## config.mk

```make
export PLATFORM = sky130hd
export DESIGN_NAME = irq_front
export DESIGN_NICKNAME = d
export VERILOG_FILES = /design/src/core/irq_pkg.sv /design/src/core/det_if.sv /design/src/core/irq_front.sv /design/src/core/pin_detect.sv
export SDC_FILE = /design/constraint.sdc
export NUM_CORES = 1
export LEC_CHECK = 0
export BUFFER_PORTS_ARGS = -buffer_cell sky130_fd_sc_hd__buf_2
export CAP_MARGIN = 20
export CORE_AREA = 2 2 119 92
export CTS_CLUSTER_SIZE = 14
export DETAILED_ROUTE_END_ITERATION = 16
export DIE_AREA = 0 0 121 94
export GPL_ROUTABILITY_DRIVEN = 0
export PLACE_DENSITY = 0.64
export RECOVER_POWER = 25
export SYNTH_ARGS = -nofsm -noshare
export SYNTH_HDL_FRONTEND = slang
export SYNTH_HIERARCHICAL = 1
export SYNTH_SLANG_ARGS = --single-unit
```

## constraint.sdc

```tcl
create_clock -name aclk -period 1.55 [get_ports aclk]
set_input_delay 0.2325 -clock aclk [delete_from_list [all_inputs] [get_ports aclk]]
set_output_delay 0.2325 -clock aclk [all_outputs]
set_load 0.005 [all_outputs]
```

## src/core/irq_pkg.sv

```systemverilog
// Constants and helpers shared by the external request front end
package irq_pkg;
   localparam int          ADDR_W     = 8;
   localparam int          NLINES     = 4;
   localparam logic [7:0]  OFS_FLAGS  = 8'h00;
   localparam logic [7:0]  OFS_EN     = 8'h04;
   localparam logic [7:0]  OFS_SENSE  = 8'h08;
   localparam logic [7:0]  OFS_EVT    = 8'h0C;
   localparam logic [7:0]  OFS_MASK   = 8'h10;
   localparam logic [7:0]  RST_FLAGS  = 8'h00;
   localparam logic [7:0]  RST_EN     = 8'h00;
   localparam logic [7:0]  RST_SENSE  = 8'h00;
   localparam logic [3:0]  RST_EVT    = 4'h0;
   localparam logic [3:0]  RST_MASK   = 4'h0;
   localparam logic [7:0]  VEC_LINE0  = 8'h0C;
   localparam logic [7:0]  VEC_LINE1  = 8'h0D;
   localparam logic [7:0]  VEC_LINE4  = 8'h10;
   localparam logic [7:0]  VEC_LINE5  = 8'h11;
   localparam logic [7:0]  VEC_NONE   = 8'h00;
   localparam logic [1:0]  RESP_OKAY  = 2'h0;
   localparam logic [1:0]  RESP_SLVERR = 2'h2;
   localparam logic        PIN_IDLE   = 1'b1;

   // Line index 3..0 stands for lines 5, 4, 1, 0 at register bits 5, 4, 1, 0
   function automatic logic [7:0] pack_lines(input logic [3:0] v);
      pack_lines = {2'h0, v[3], v[2], 2'h0, v[1], v[0]};
   endfunction : pack_lines

   function automatic logic [3:0] unpack_lines(input logic [7:0] r);
      unpack_lines = {r[5], r[4], r[1], r[0]};
   endfunction : unpack_lines
endpackage : irq_pkg

```

## src/core/det_if.sv

```systemverilog
// Filtered level and falling-edge pulse from one pin detector
`timescale 1ns/1ps
`default_nettype none
interface det_if;
   logic low;
   logic fell;
   modport src (output low, output fell);
   modport dst (input low, input fell);
endinterface : det_if
`default_nettype wire

```

## src/core/irq_front.sv

```systemverilog
// External request flags, enables and sense select behind an AXI4-Lite slave
// Notes on behaviour
// - Level mode: flag sets while the request pin is low.
// - Edge mode: flag sets on a high-to-low pin transition.
// - Writing 0 clears a flag only after it was read as 1.
// - Level mode: exception handling with pin high clears the flag.
// - Edge mode: exception handling clears the flag.
// - Software writes can only clear flags, never set them.
// - Flag register is 8 bits, zero after reset and in standby.
// - Flag bits 7,6,3,2 ignore writes and read zero.
// - Enable bits 5,4,1,0 gate their own line; 1 enables.
// - Enable register is zero after reset and in standby.
// - Enable bits 7,6,3,2 ignore writes and read zero.
// - Sense bit 0 selects low level, 1 selects falling edge.
// - Sense bits 7,6,3,2 are plain storage with no effect.
// - Sense register is zero after reset and in standby.
// - Lines 5,4,1,0 request vectors 17,16,13,12.
// - Detection works whatever the pin direction.
`timescale 1ns/1ps
`default_nettype none
module irq_front
   import irq_pkg::*;
(
   input  wire logic              aclk,
   input  wire logic              aresetn,
   input  wire logic [ADDR_W-1:0] awaddr,
   input  wire logic              awvalid,
   output logic                   awready,
   input  wire logic [31:0]       wdata,
   input  wire logic [3:0]        wstrb,
   input  wire logic              wvalid,
   output logic                   wready,
   output logic [1:0]             bresp,
   output logic                   bvalid,
   input  wire logic              bready,
   input  wire logic [ADDR_W-1:0] araddr,
   input  wire logic              arvalid,
   output logic                   arready,
   output logic [31:0]            rdata,
   output logic [1:0]             rresp,
   output logic                   rvalid,
   input  wire logic              rready,
   input  wire logic [3:0]        external_request_pin_n,
   input  wire logic              standby_n,
   input  wire logic [3:0]        exception_ack,
   output logic [3:0]             line_request,
   output logic [7:0]             request_vector,
   output logic                   request_pending,
   output logic                   irq
);
   logic [3:0]        low_v;
   logic [3:0]        fell_v;
   logic              stby_low;
   logic              standby;
   logic [3:0]        flags_ff;
   logic [3:0]        seen_ff;
   logic [3:0]        en_ff;
   logic [7:0]        sense_ff;
   logic [3:0]        evt_ff;
   logic [3:0]        mask_ff;
   logic              awready_ff;
   logic              wready_ff;
   logic              bvalid_ff;
   logic [1:0]        bresp_ff;
   logic [ADDR_W-1:0] waddr_ff;
   logic [31:0]       wdata_ff;
   logic              wlane0_ff;
   logic              arready_ff;
   logic              rvalid_ff;
   logic [31:0]       rdata_ff;
   logic [1:0]        rresp_ff;
   logic [3:0]        line_req_ff;
   logic [7:0]        vector_ff;
   logic              pending_ff;
   logic              irq_ff;
   logic [3:0]        sense4;
   logic [3:0]        lvl_set_v;
   logic [3:0]        edge_set_v;
   logic [3:0]        set_v;
   logic [3:0]        ack_clr_v;
   logic [3:0]        sw_clr_v;
   logic [3:0]        nxt_flags;
   logic [3:0]        nxt_seen;
   logic [3:0]        nxt_evt;
   logic [3:0]        req_v;
   logic [3:0]        wr_bits;
   logic              do_wr;
   logic              wr_flags;
   logic              rd_hs;
   logic              rd_flags;
   logic              rd_evt;
   logic [31:0]       rd_word;
   logic              rd_err;
   logic              wr_err;

   // Pin path is sampled directly, so output-mode pins still detect
   for (genvar i = 0; i < NLINES; i++) begin : g_line
      det_if d ();
      pin_detect u_det (
         .aclk    (aclk),
         .aresetn (aresetn),
         .pin_in  (external_request_pin_n[i]),
         .det     (d.src)
      );
      assign low_v[i]  = d.low;
      assign fell_v[i] = d.fell;
   end

   det_if ds ();
   pin_detect u_stby (
      .aclk    (aclk),
      .aresetn (aresetn),
      .pin_in  (standby_n),
      .det     (ds.src)
   );
   assign stby_low = ds.low;
   assign standby  = stby_low;

   // Detection and clearing conditions
   assign sense4     = unpack_lines(sense_ff);
   assign lvl_set_v  = ~sense4 & low_v;
   assign edge_set_v = sense4 & fell_v;
   assign set_v      = lvl_set_v | edge_set_v;
   assign ack_clr_v  = exception_ack & (sense4 | ~low_v);
   assign wr_bits    = unpack_lines(wdata_ff[7:0]);
   assign sw_clr_v   = wr_flags ? (~wr_bits & seen_ff) : 4'h0;
   // Set wins over an acknowledge or write clear in the same cycle
   assign nxt_flags  = (flags_ff & ~(ack_clr_v | sw_clr_v)) | set_v;
   assign nxt_seen   = wr_flags ? 4'h0
                     : (seen_ff | (rd_flags ? flags_ff : 4'h0)) & nxt_flags;
   assign nxt_evt    = (rd_evt ? 4'h0 : evt_ff) | (set_v & ~flags_ff);
   assign req_v      = flags_ff & en_ff;

   // Write channel: address and data captured in either order
   assign do_wr    = ~awready_ff & ~wready_ff & ~bvalid_ff;
   assign wr_flags = do_wr & wlane0_ff & (waddr_ff == OFS_FLAGS);
   assign rd_hs    = arvalid & arready_ff;
   assign rd_flags = rd_hs & (araddr == OFS_FLAGS);
   assign rd_evt   = rd_hs & (araddr == OFS_EVT);

   // Event status is read-only: a write there is answered but changes nothing
   always_comb begin
      wr_err = 1'b1;
      if (waddr_ff == OFS_FLAGS || waddr_ff == OFS_EN || waddr_ff == OFS_SENSE) begin
         wr_err = 1'b0;
      end else if (waddr_ff == OFS_EVT || waddr_ff == OFS_MASK) begin
         wr_err = 1'b0;
      end
   end

   always_ff @(posedge aclk) begin
      if (!aresetn) begin
         awready_ff <= 1'b1;
         wready_ff  <= 1'b1;
         bvalid_ff  <= 1'b0;
         bresp_ff   <= RESP_OKAY;
         waddr_ff   <= '0;
         wdata_ff   <= '0;
         wlane0_ff  <= 1'b0;
      end else begin
         if (awvalid && awready_ff) begin
            awready_ff <= 1'b0;
            waddr_ff   <= awaddr;
         end
         if (wvalid && wready_ff) begin
            wready_ff <= 1'b0;
            wdata_ff  <= wdata;
            wlane0_ff <= wstrb[0];
         end
         if (do_wr) begin
            bvalid_ff <= 1'b1;
            bresp_ff  <= wr_err ? RESP_SLVERR : RESP_OKAY;
         end else if (bvalid_ff && bready) begin
            bvalid_ff  <= 1'b0;
            awready_ff <= 1'b1;
            wready_ff  <= 1'b1;
         end
      end
   end

   // Read decode; reserved bits come back as zero
   always_comb begin
      rd_word = 32'h0;
      rd_err  = 1'b0;
      if (araddr == OFS_FLAGS) begin
         rd_word[7:0] = pack_lines(flags_ff);
      end else if (araddr == OFS_EN) begin
         rd_word[7:0] = pack_lines(en_ff);
      end else if (araddr == OFS_SENSE) begin
         rd_word[7:0] = sense_ff;
      end else if (araddr == OFS_EVT) begin
         rd_word[7:0] = pack_lines(evt_ff);
      end else if (araddr == OFS_MASK) begin
         rd_word[7:0] = pack_lines(mask_ff);
      end else begin
         rd_err = 1'b1;
      end
   end

   always_ff @(posedge aclk) begin
      if (!aresetn) begin
         arready_ff <= 1'b1;
         rvalid_ff  <= 1'b0;
         rdata_ff   <= 32'h0;
         rresp_ff   <= RESP_OKAY;
      end else if (rd_hs) begin
         arready_ff <= 1'b0;
         rvalid_ff  <= 1'b1;
         rdata_ff   <= rd_word;
         rresp_ff   <= rd_err ? RESP_SLVERR : RESP_OKAY;
      end else if (rvalid_ff && rready) begin
         rvalid_ff  <= 1'b0;
         arready_ff <= 1'b1;
      end
   end

   // Request flags; standby wipes them like reset
   always_ff @(posedge aclk) begin
      if (!aresetn || standby) begin
         flags_ff <= unpack_lines(RST_FLAGS);
         seen_ff  <= 4'h0;
      end else begin
         flags_ff <= nxt_flags;
         seen_ff  <= nxt_seen;
      end
   end

   always_ff @(posedge aclk) begin
      if (!aresetn || standby) begin
         en_ff <= unpack_lines(RST_EN);
      end else if (do_wr && wlane0_ff && waddr_ff == OFS_EN) begin
         en_ff <= wr_bits;
      end
   end

   // All eight sense bits are kept, only four steer detection
   always_ff @(posedge aclk) begin
      if (!aresetn || standby) begin
         sense_ff <= RST_SENSE;
      end else if (do_wr && wlane0_ff && waddr_ff == OFS_SENSE) begin
         sense_ff <= wdata_ff[7:0];
      end
   end

   // Event status is cleared by reading it; a new event wins
   always_ff @(posedge aclk) begin
      if (!aresetn || standby) begin
         evt_ff <= RST_EVT;
      end else begin
         evt_ff <= nxt_evt;
      end
   end

   always_ff @(posedge aclk) begin
      if (!aresetn) begin
         mask_ff <= RST_MASK;
      end else if (do_wr && wlane0_ff && waddr_ff == OFS_MASK) begin
         mask_ff <= wr_bits;
      end
   end

   always_ff @(posedge aclk) begin
      if (!aresetn) begin
         irq_ff <= 1'b0;
      end else begin
         irq_ff <= |(evt_ff & mask_ff);
      end
   end

   // Smaller vector wins, matching the default priority order
   always_ff @(posedge aclk) begin
      if (!aresetn) begin
         line_req_ff <= 4'h0;
         vector_ff   <= VEC_NONE;
         pending_ff  <= 1'b0;
      end else begin
         line_req_ff <= req_v;
         pending_ff  <= |req_v;
         if (req_v[0]) begin
            vector_ff <= VEC_LINE0;
         end else if (req_v[1]) begin
            vector_ff <= VEC_LINE1;
         end else if (req_v[2]) begin
            vector_ff <= VEC_LINE4;
         end else if (req_v[3]) begin
            vector_ff <= VEC_LINE5;
         end else begin
            vector_ff <= VEC_NONE;
         end
      end
   end

   assign awready         = awready_ff;
   assign wready          = wready_ff;
   assign bvalid          = bvalid_ff;
   assign bresp           = bresp_ff;
   assign arready         = arready_ff;
   assign rvalid          = rvalid_ff;
   assign rdata           = rdata_ff;
   assign rresp           = rresp_ff;
   assign line_request    = line_req_ff;
   assign request_vector  = vector_ff;
   assign request_pending = pending_ff;
   assign irq             = irq_ff;
endmodule : irq_front
`default_nettype wire

```

## src/core/pin_detect.sv

```systemverilog
// Three-stage pin synchroniser with agreement filter and edge pulse
`timescale 1ns/1ps
`default_nettype none
module pin_detect
   import irq_pkg::*;
(
   input  wire logic aclk,
   input  wire logic aresetn,
   input  wire logic pin_in,
   det_if.src        det
);
   logic s1_ff;
   logic s2_ff;
   logic s3_ff;
   logic filt_ff;
   logic fell_ff;

   always_ff @(posedge aclk) begin
      if (!aresetn) begin
         s1_ff <= PIN_IDLE;
         s2_ff <= PIN_IDLE;
         s3_ff <= PIN_IDLE;
      end else begin
         s1_ff <= pin_in;
         s2_ff <= s1_ff;
         s3_ff <= s2_ff;
      end
   end

   // A change counts only once the second and third stages agree
   always_ff @(posedge aclk) begin
      if (!aresetn) begin
         filt_ff <= PIN_IDLE;
         fell_ff <= 1'b0;
      end else begin
         fell_ff <= 1'b0;
         if (s2_ff == s3_ff) begin
            filt_ff <= s3_ff;
            fell_ff <= filt_ff & ~s3_ff;
         end
      end
   end

   assign det.low  = ~filt_ff;
   assign det.fell = fell_ff;
endmodule : pin_detect
`default_nettype wire

```

==> results of run 1 <==
[placed cells by master (no fill, tap or decap), drive strengths merged, types with 2 or more instances in the layout]
master / count
or3: 3
nand2b: 24
clkbuf: 16
nand4b: 3
nor3: 10
nor2b: 5
a21oi: 43
nand2: 31
nand3: 21
mux2i: 13
nor4b: 2
and4b: 2
a221o: 3
a22o: 3
dfxtp: 93
mux2: 7
nor4bb: 2
a32oi: 3
conb: 30
o21ai: 23
nor4: 3
nor2: 33
buf: 85
a22oi: 7
inv: 10
nor3b: 5
[power by group through the flow]
stage	Clock [mW]	Combinational (mW)	Sequential (mW)
5_1_grt	2.42	0.362	2.50
2_1_floorplan	0	0.226	2.53
3_3_place_gp	0	0.312	2.54
6_report	2.25	0.322	2.49
4_1_cts	2.31	0.324	2.49
3_5_place_dp	0	0.320	2.54
[timing repair]
item                                    in CTS  in global routing
pin swaps                                    0                  1
buffers inserted                             1                  2
endpoints found under the setup margin       2                 12
resized for setup                            1                  2
[worst max-delay path, stage by stage, from the launching register on]
cell and delay, ps:
dfxtp_1 320, nor4_2 280, buf_4 170, buf_4 90
nand4b_1 80, buf_4 190, mux2i_1 150, nor2_1 50
[per-stage QoR]
stage | cells | utilization [%] | TNS (ps) | power [mW] | hold slack, ps
2_1_floorplan | 435 | - | 0 | 2.76 | 300
3_3_place_gp | 608 | 41.6 | -68.3 | 2.85 | 391
3_5_place_dp | 608 | 41.6 | -189 | 2.86 | 391
4_1_cts | 625 | 44.8 | 0 | 5.13 | 60.4
5_1_grt | 627 | 44.6 | 0 | 5.28 | 66.0
6_report | 627 | 44.6 | 0 | 5.07 | 72.8
[layout make-up]
cell class	count	share of cell area, %
sequential	93	41.2
multi-input combinational	286	36.5
timing repair buffer	87	10.8
clock buffer	14	6.06
tap	136	3.77
clock inverter	2	0.858
inverter	9	0.748
[worst max-delay path by stage]
| stage | startpoint | end | slack (ps) | cells past startpoint |
|---|---|---|---|---|
| 2_1_floorplan | waddr_ff[0] | flags_ff[3] | 120 | 5 |
| 3_3_place_gp | araddr[1] | rdata[0] | -20 | 6 |
| 3_5_place_dp | araddr[1] | rdata[5] | -40 | 6 |
| 4_1_cts | waddr_ff[0] | flags_ff[0] | 30 | 6 |
| 5_1_grt | waddr_ff[3] | sense_ff[6] | 2 | 5 |
| 6_report | waddr_ff[0] | mask_ff[1] | 100 | 7 |
[sequential cells by signal, summed over array words and instances (netlist names), 8 cells and up]
name      cells
waddr_ff      8
wdata_ff      8
rdata         8
sense_ff      8
[routing by layer]
metal	vias up	global-route usage, %	wire, µm
met4	0	5.33	134
li1	1522	-	-
met5	-	0	0
met2	82	22.7	3560
met3	10	4.61	524
met1	1404	20.8	4140
==> summary.txt, run 1 <==
Floorplanning
  • Full die area: 11400 µm²
  • Die span in y: 94 µm
  • Core area: 10100 µm²
  • Die Wd: 121 µm
  • Row count: 32
  • Starting Density: 37.2%
  • I/O pins: 123

STA
  • Maximum operating frequency: 688 MHz
  • Skew final: 3.68 ps
  • Final Cycle Share: 93.7%
  • Setup repair after global routing missed its margin: no
  • Final hold violation count: 0
  • Min Tclk post-route: 1450 ps
  • Tightest Pin Transition: 601 ps
  • Final setup fails: 0
  • Final worst slack: 97.2 ps
  • Fin. max-slew vios: 0
  • Relative slew margins: 59.9%

Global route
  • Vias in the first global route: 2765
  • Antenna violations before repair: 0
  • First-pass GRT wire length: 13.4 mm
  • Largest net degree at the start of global routing: 29
  • Total Routing Usage GR: 15.2%
  • Congestion Overflow GR: 0

Route
  • Post-DRT Antenna Nets: 0
  • Vias per cell: 4.81
  • First-pass DRT Iterations: 4
  • Vias: 3018
  • Wire per inst: 13.3 µm
  • Starting DRC count in detailed routing: 129
  • Final Routed Wirelength: 8.36 mm
  • Remaining DRCs: 0

Synth
  • Syn avg cell area: 9.28 µm²
  • Yosys Warn Count: 6
  • Cell area after technology mapping: 3770 µm²
  • Mapped Cells: 406

Cells and area
  • Layout Nets: 554
  • Layout cells sized above 1: 23.6%
  • Design area: 4520 µm²
  • Reg area: 1860 µm²
  • Syn-to-layout area delta: 20.0%
  • Fillers: 1025
  • Number of diodes: 0
  • Multi-input combinational cell area: 1650 µm²

Critical path
  • Path type of the worst setup path: flip-flop to flip-flop
  • Register-to-register setup slack: 100 ps
  • Kind of end point of the critical path: flip-flop
  • Critical R2R Launch: waddr_ff[0]
  • Crit Path Max Fanout: 7
  • Reg2reg path depth: 7
  • Worst setup SP type: flip-flop
  • RR Endpoint: mask_ff[1]
  • Data required, critical path: 1760 ps
  • Worst Path Arrival: 1670 ps

Placement
  • Detailed placement HPWL: 6.22 mm
  • Worst slack, placed: -43.4 ps
  • Dpl cell area: 4220 µm²
  • # port buffers: 65

CTS
  • Clock root buffer master: clkbuf_16
  • H-Tree Depth: 3
  • # clock sinks: 93
  • CTS tree: built
  • CTS Buf Count: 9
  • Clk_lat worst skew: 340 ps
  • Hold-fix buffers at CTS: 0
  • CTS max path bufs: 2
  • Clock Pin Slew Worst Setup and Hold Paths: 60 ps

Power and ir drop
  • Sw frac: 21.6%
  • PD cells: 1120 nW/µm²
  • Peak VDD IR: 0.000948 V
  • Flop pwr share: 49.2%
  • Power share of the combinational group: 6.4%
  • Leak Pwr: 2.00 nW
  • Clk pwr share: 44.5%
  • Internal Dissipation: 3.97 mW
  • NetSw: 1.09 mW

Flow run
  • Max-Cap Viols: 0

Worst hold path
  • Hold Path Stages: 2
  • Worst min path class: input port to flip-flop
  • Hold Path End: g_line[3].u_det/s1_ff
  • Hold Startpoint: external_request_pin_n[3]

Status
  • Status: finished clean
(Power assumes the default switching activity.)
==> run 2, diff against run 1 <==
GPL_TIMING_DRIVEN = 0   (was unset)
clock period = 1.6 ns   (was 1.55 ns; I/O delays follow)
==> summary.txt, run 2 (synthesized netlist as in run 1, its figures left out) <==
Floorplanning
  • Row count: 32 (unchanged)
  • I/O pins: 123 (unchanged)
  • Full die area: 11400 µm² (unchanged)
  • Die span in y: 94 µm (unchanged)
  • Starting Density: 37.2% (unchanged)
  • Core area: 10100 µm² (unchanged)
  • Die Wd: 121 µm (unchanged)

Route
  • Final Routed Wirelength: 8.81 mm (+5.4%)
  • Remaining DRCs: 0 (unchanged)
  • First-pass DRT Iterations: 4 (unchanged)
  • Wire per inst: 13.5 µm (+1.1%)
  • Vias per cell: 4.74 (-1.6%)
  • Vias: 3099 (+2.7%)
  • Starting DRC count in detailed routing: 163 (+26%)
  • Post-DRT Antenna Nets: 0 (unchanged)

Cells and area
  • Number of diodes: 0 (unchanged)
  • Most frequent cells in the layout: dfxtp_1 (93), buf_2 (66), a21oi_1 (43)
  • Commonest non-fill, non-tap cell in the layout: dfxtp_1
  • Syn-to-layout area delta: 24.6%
  • Non-filler instance count after layout: 654 (+4.3%)
  • Layout Nets: 581 (+4.9%)
  • Layout cells sized above 1: 26.1% (+2.4 points)

STA
  • Hold WS: 79.3 ps (+6.43 ps)
  • Skew final: 6.95 ps (+3.28 ps)
  • Final setup fails: 0 (unchanged)
  • Setup repair after global routing missed its margin: no
  • Maximum operating frequency: 668 MHz (-3.0%)
  • Final Cycle Share: 93.6% (-0.10 points)
  • Min Tclk post-route: 1500 ps (+45.2 ps)
  • Tightest Pin Transition: 525 ps (-76.4 ps)
  • Relative slew margins: 65.0% (+5.1 points)
  • Fin. max-slew vios: 0 (unchanged)
  • Final hold violation count: 0 (unchanged)

Placement
  • Detailed placement HPWL: 6.53 mm (+5.1%)
  • DP Cell Count: 635 (+4.4%)
  • # port buffers: 64 (-1.5%)

CTS
  • CTS tree: built
  • Clk_lat worst skew: 340 ps (about the same)
  • Clock root buffer master: clkbuf_16
  • Hold-fix buffers at CTS: 0 (unchanged)
  • Clock Pin Slew Worst Setup and Hold Paths: 60 ps (about the same)
  • # clock sinks: 93 (unchanged)
  • CTS max path bufs: 2 (unchanged)
  • H-Tree Depth: 3 (unchanged)
  • CTS Buf Count: 9 (unchanged)

Power and ir drop
  • Leak Pwr: 2.10 nW (+5.0%)
  • Peak VDD IR: 0.000511 V (-46%)
  • PD cells: 1040 nW/µm² (-7.3%)

Status
  • Status: finished clean

Critical path
  • Critical path's slowest cell: nor4_4
  • Worst Path Arrival: 1720 ps (+50 ps)
  • Path type of the worst setup path: flip-flop to flip-flop
  • CP cell instances: nor4_4 -> nor2b_2 -> and4b_1 -> clkbuf_4 -> a21oi_1
  • Slowest stage delay, CP: 360 ps (+40 ps)
  • Crit Path Max Fanout: 8 (+1)
  • Data required, critical path: 1820 ps (+60 ps)
  • Worst setup SP type: flip-flop
  • Kind of end point of the critical path: flip-flop

Global route
  • First-pass GRT wire length: 14.2 mm (+6.2%)
  • Total Routing Usage GR: 16.0% (+0.77 points)
  • Vias in the first global route: 2958 (+7.0%)
  • Antenna violations before repair: 0 (unchanged)
  • Largest net degree at the start of global routing: 22 (-24%)
  • Congestion Overflow GR: 0 (unchanged)

Worst hold path
  • Worst min path class: input port to flip-flop

Flow run
  • Max-Cap Viols: 0 (unchanged)
## run 2: changes by cell type in the layout (fill, tap and decap cells not counted), sizes merged
cell	delta
buf	+19
clkbuf	+6
clkinv	+2
clkinvlp	+1
inv	-1
## run 2: final timing paths
path,from,to,slack [ps],cells after the start
worst min register to register,u_stby/s1_ff,u_stby/s2_ff,410,1
worst max-delay path,waddr_ff[5],flags_ff[2],100,5
worst min-delay path,external_request_pin_n[3],g_line[3].u_det/s1_ff,80,2
worst max register to register,waddr_ff[5],flags_ff[2],100,5
## run 2: cell type report
class / count / area (µm²)
clock inverter: 4 / 47.5
fill: 1005 / 5440
clock buffer: 12 / 246
multi-input combinational: 286 / 1680
timing repair buffer: 68 / 353
buffer: 46 / 299
tap: 136 / 170
inverter: 9 / 33.8
sequential: 93 / 1860
## run 2: metal layers
layer / share of wire, % / wire (µm) / track usage [%] / up-vias
met4: 1.4 / 126 / 4.84 / 0
met5: 0 / 0 / 0 / -
li1: - / - / - / 1567
met3: 6.6 / 584 / 4.61 / 11
met1: 48 / 4260 / 21.8 / 1427
met2: 44 / 3850 / 24.3 / 94
## run 2: metrics by stage
step                      utilization, %  power [mW]  instance area [µm²]  setup slack, ps  setup TNS, ps
after floorplan                        -        2.67                 3870              164              0
after global placement              43.1        2.79                 4370             -554         -15780
after detailed placement            43.1        2.81                 4370             -605         -19060
after CTS                           46.4        4.91                 4700             5.13              0
after global routing                46.3        5.08                 4690             6.56              0
final                               46.3        4.87                 4690              102              0
## run 2: timing repair
item                                    4_1_cts  5_1_grt
pin swaps                                     3        2
endpoints found under the setup margin       44       29
gates resized for setup                       6        6
setup buffers                                 2        2
## run 2: worst max-delay path, delay by kind of cell (launching register included)
family | cells | cell delay (ps)
compound gates | 1 | 80
buf+inv | 1 | 190
flops | 1 | 340
simple gates | 3 | 760
## run 2: report_power, final
group | internal (mW) | leakage (nW) | switching (mW)
Combinational | 0.167 | 1.21 | 0.185
Clock | 1.25 | 0.143 | 0.852
Sequential | 2.37 | 0.757 | 0.0525
Total | 3.79 | 2.10 | 1.09
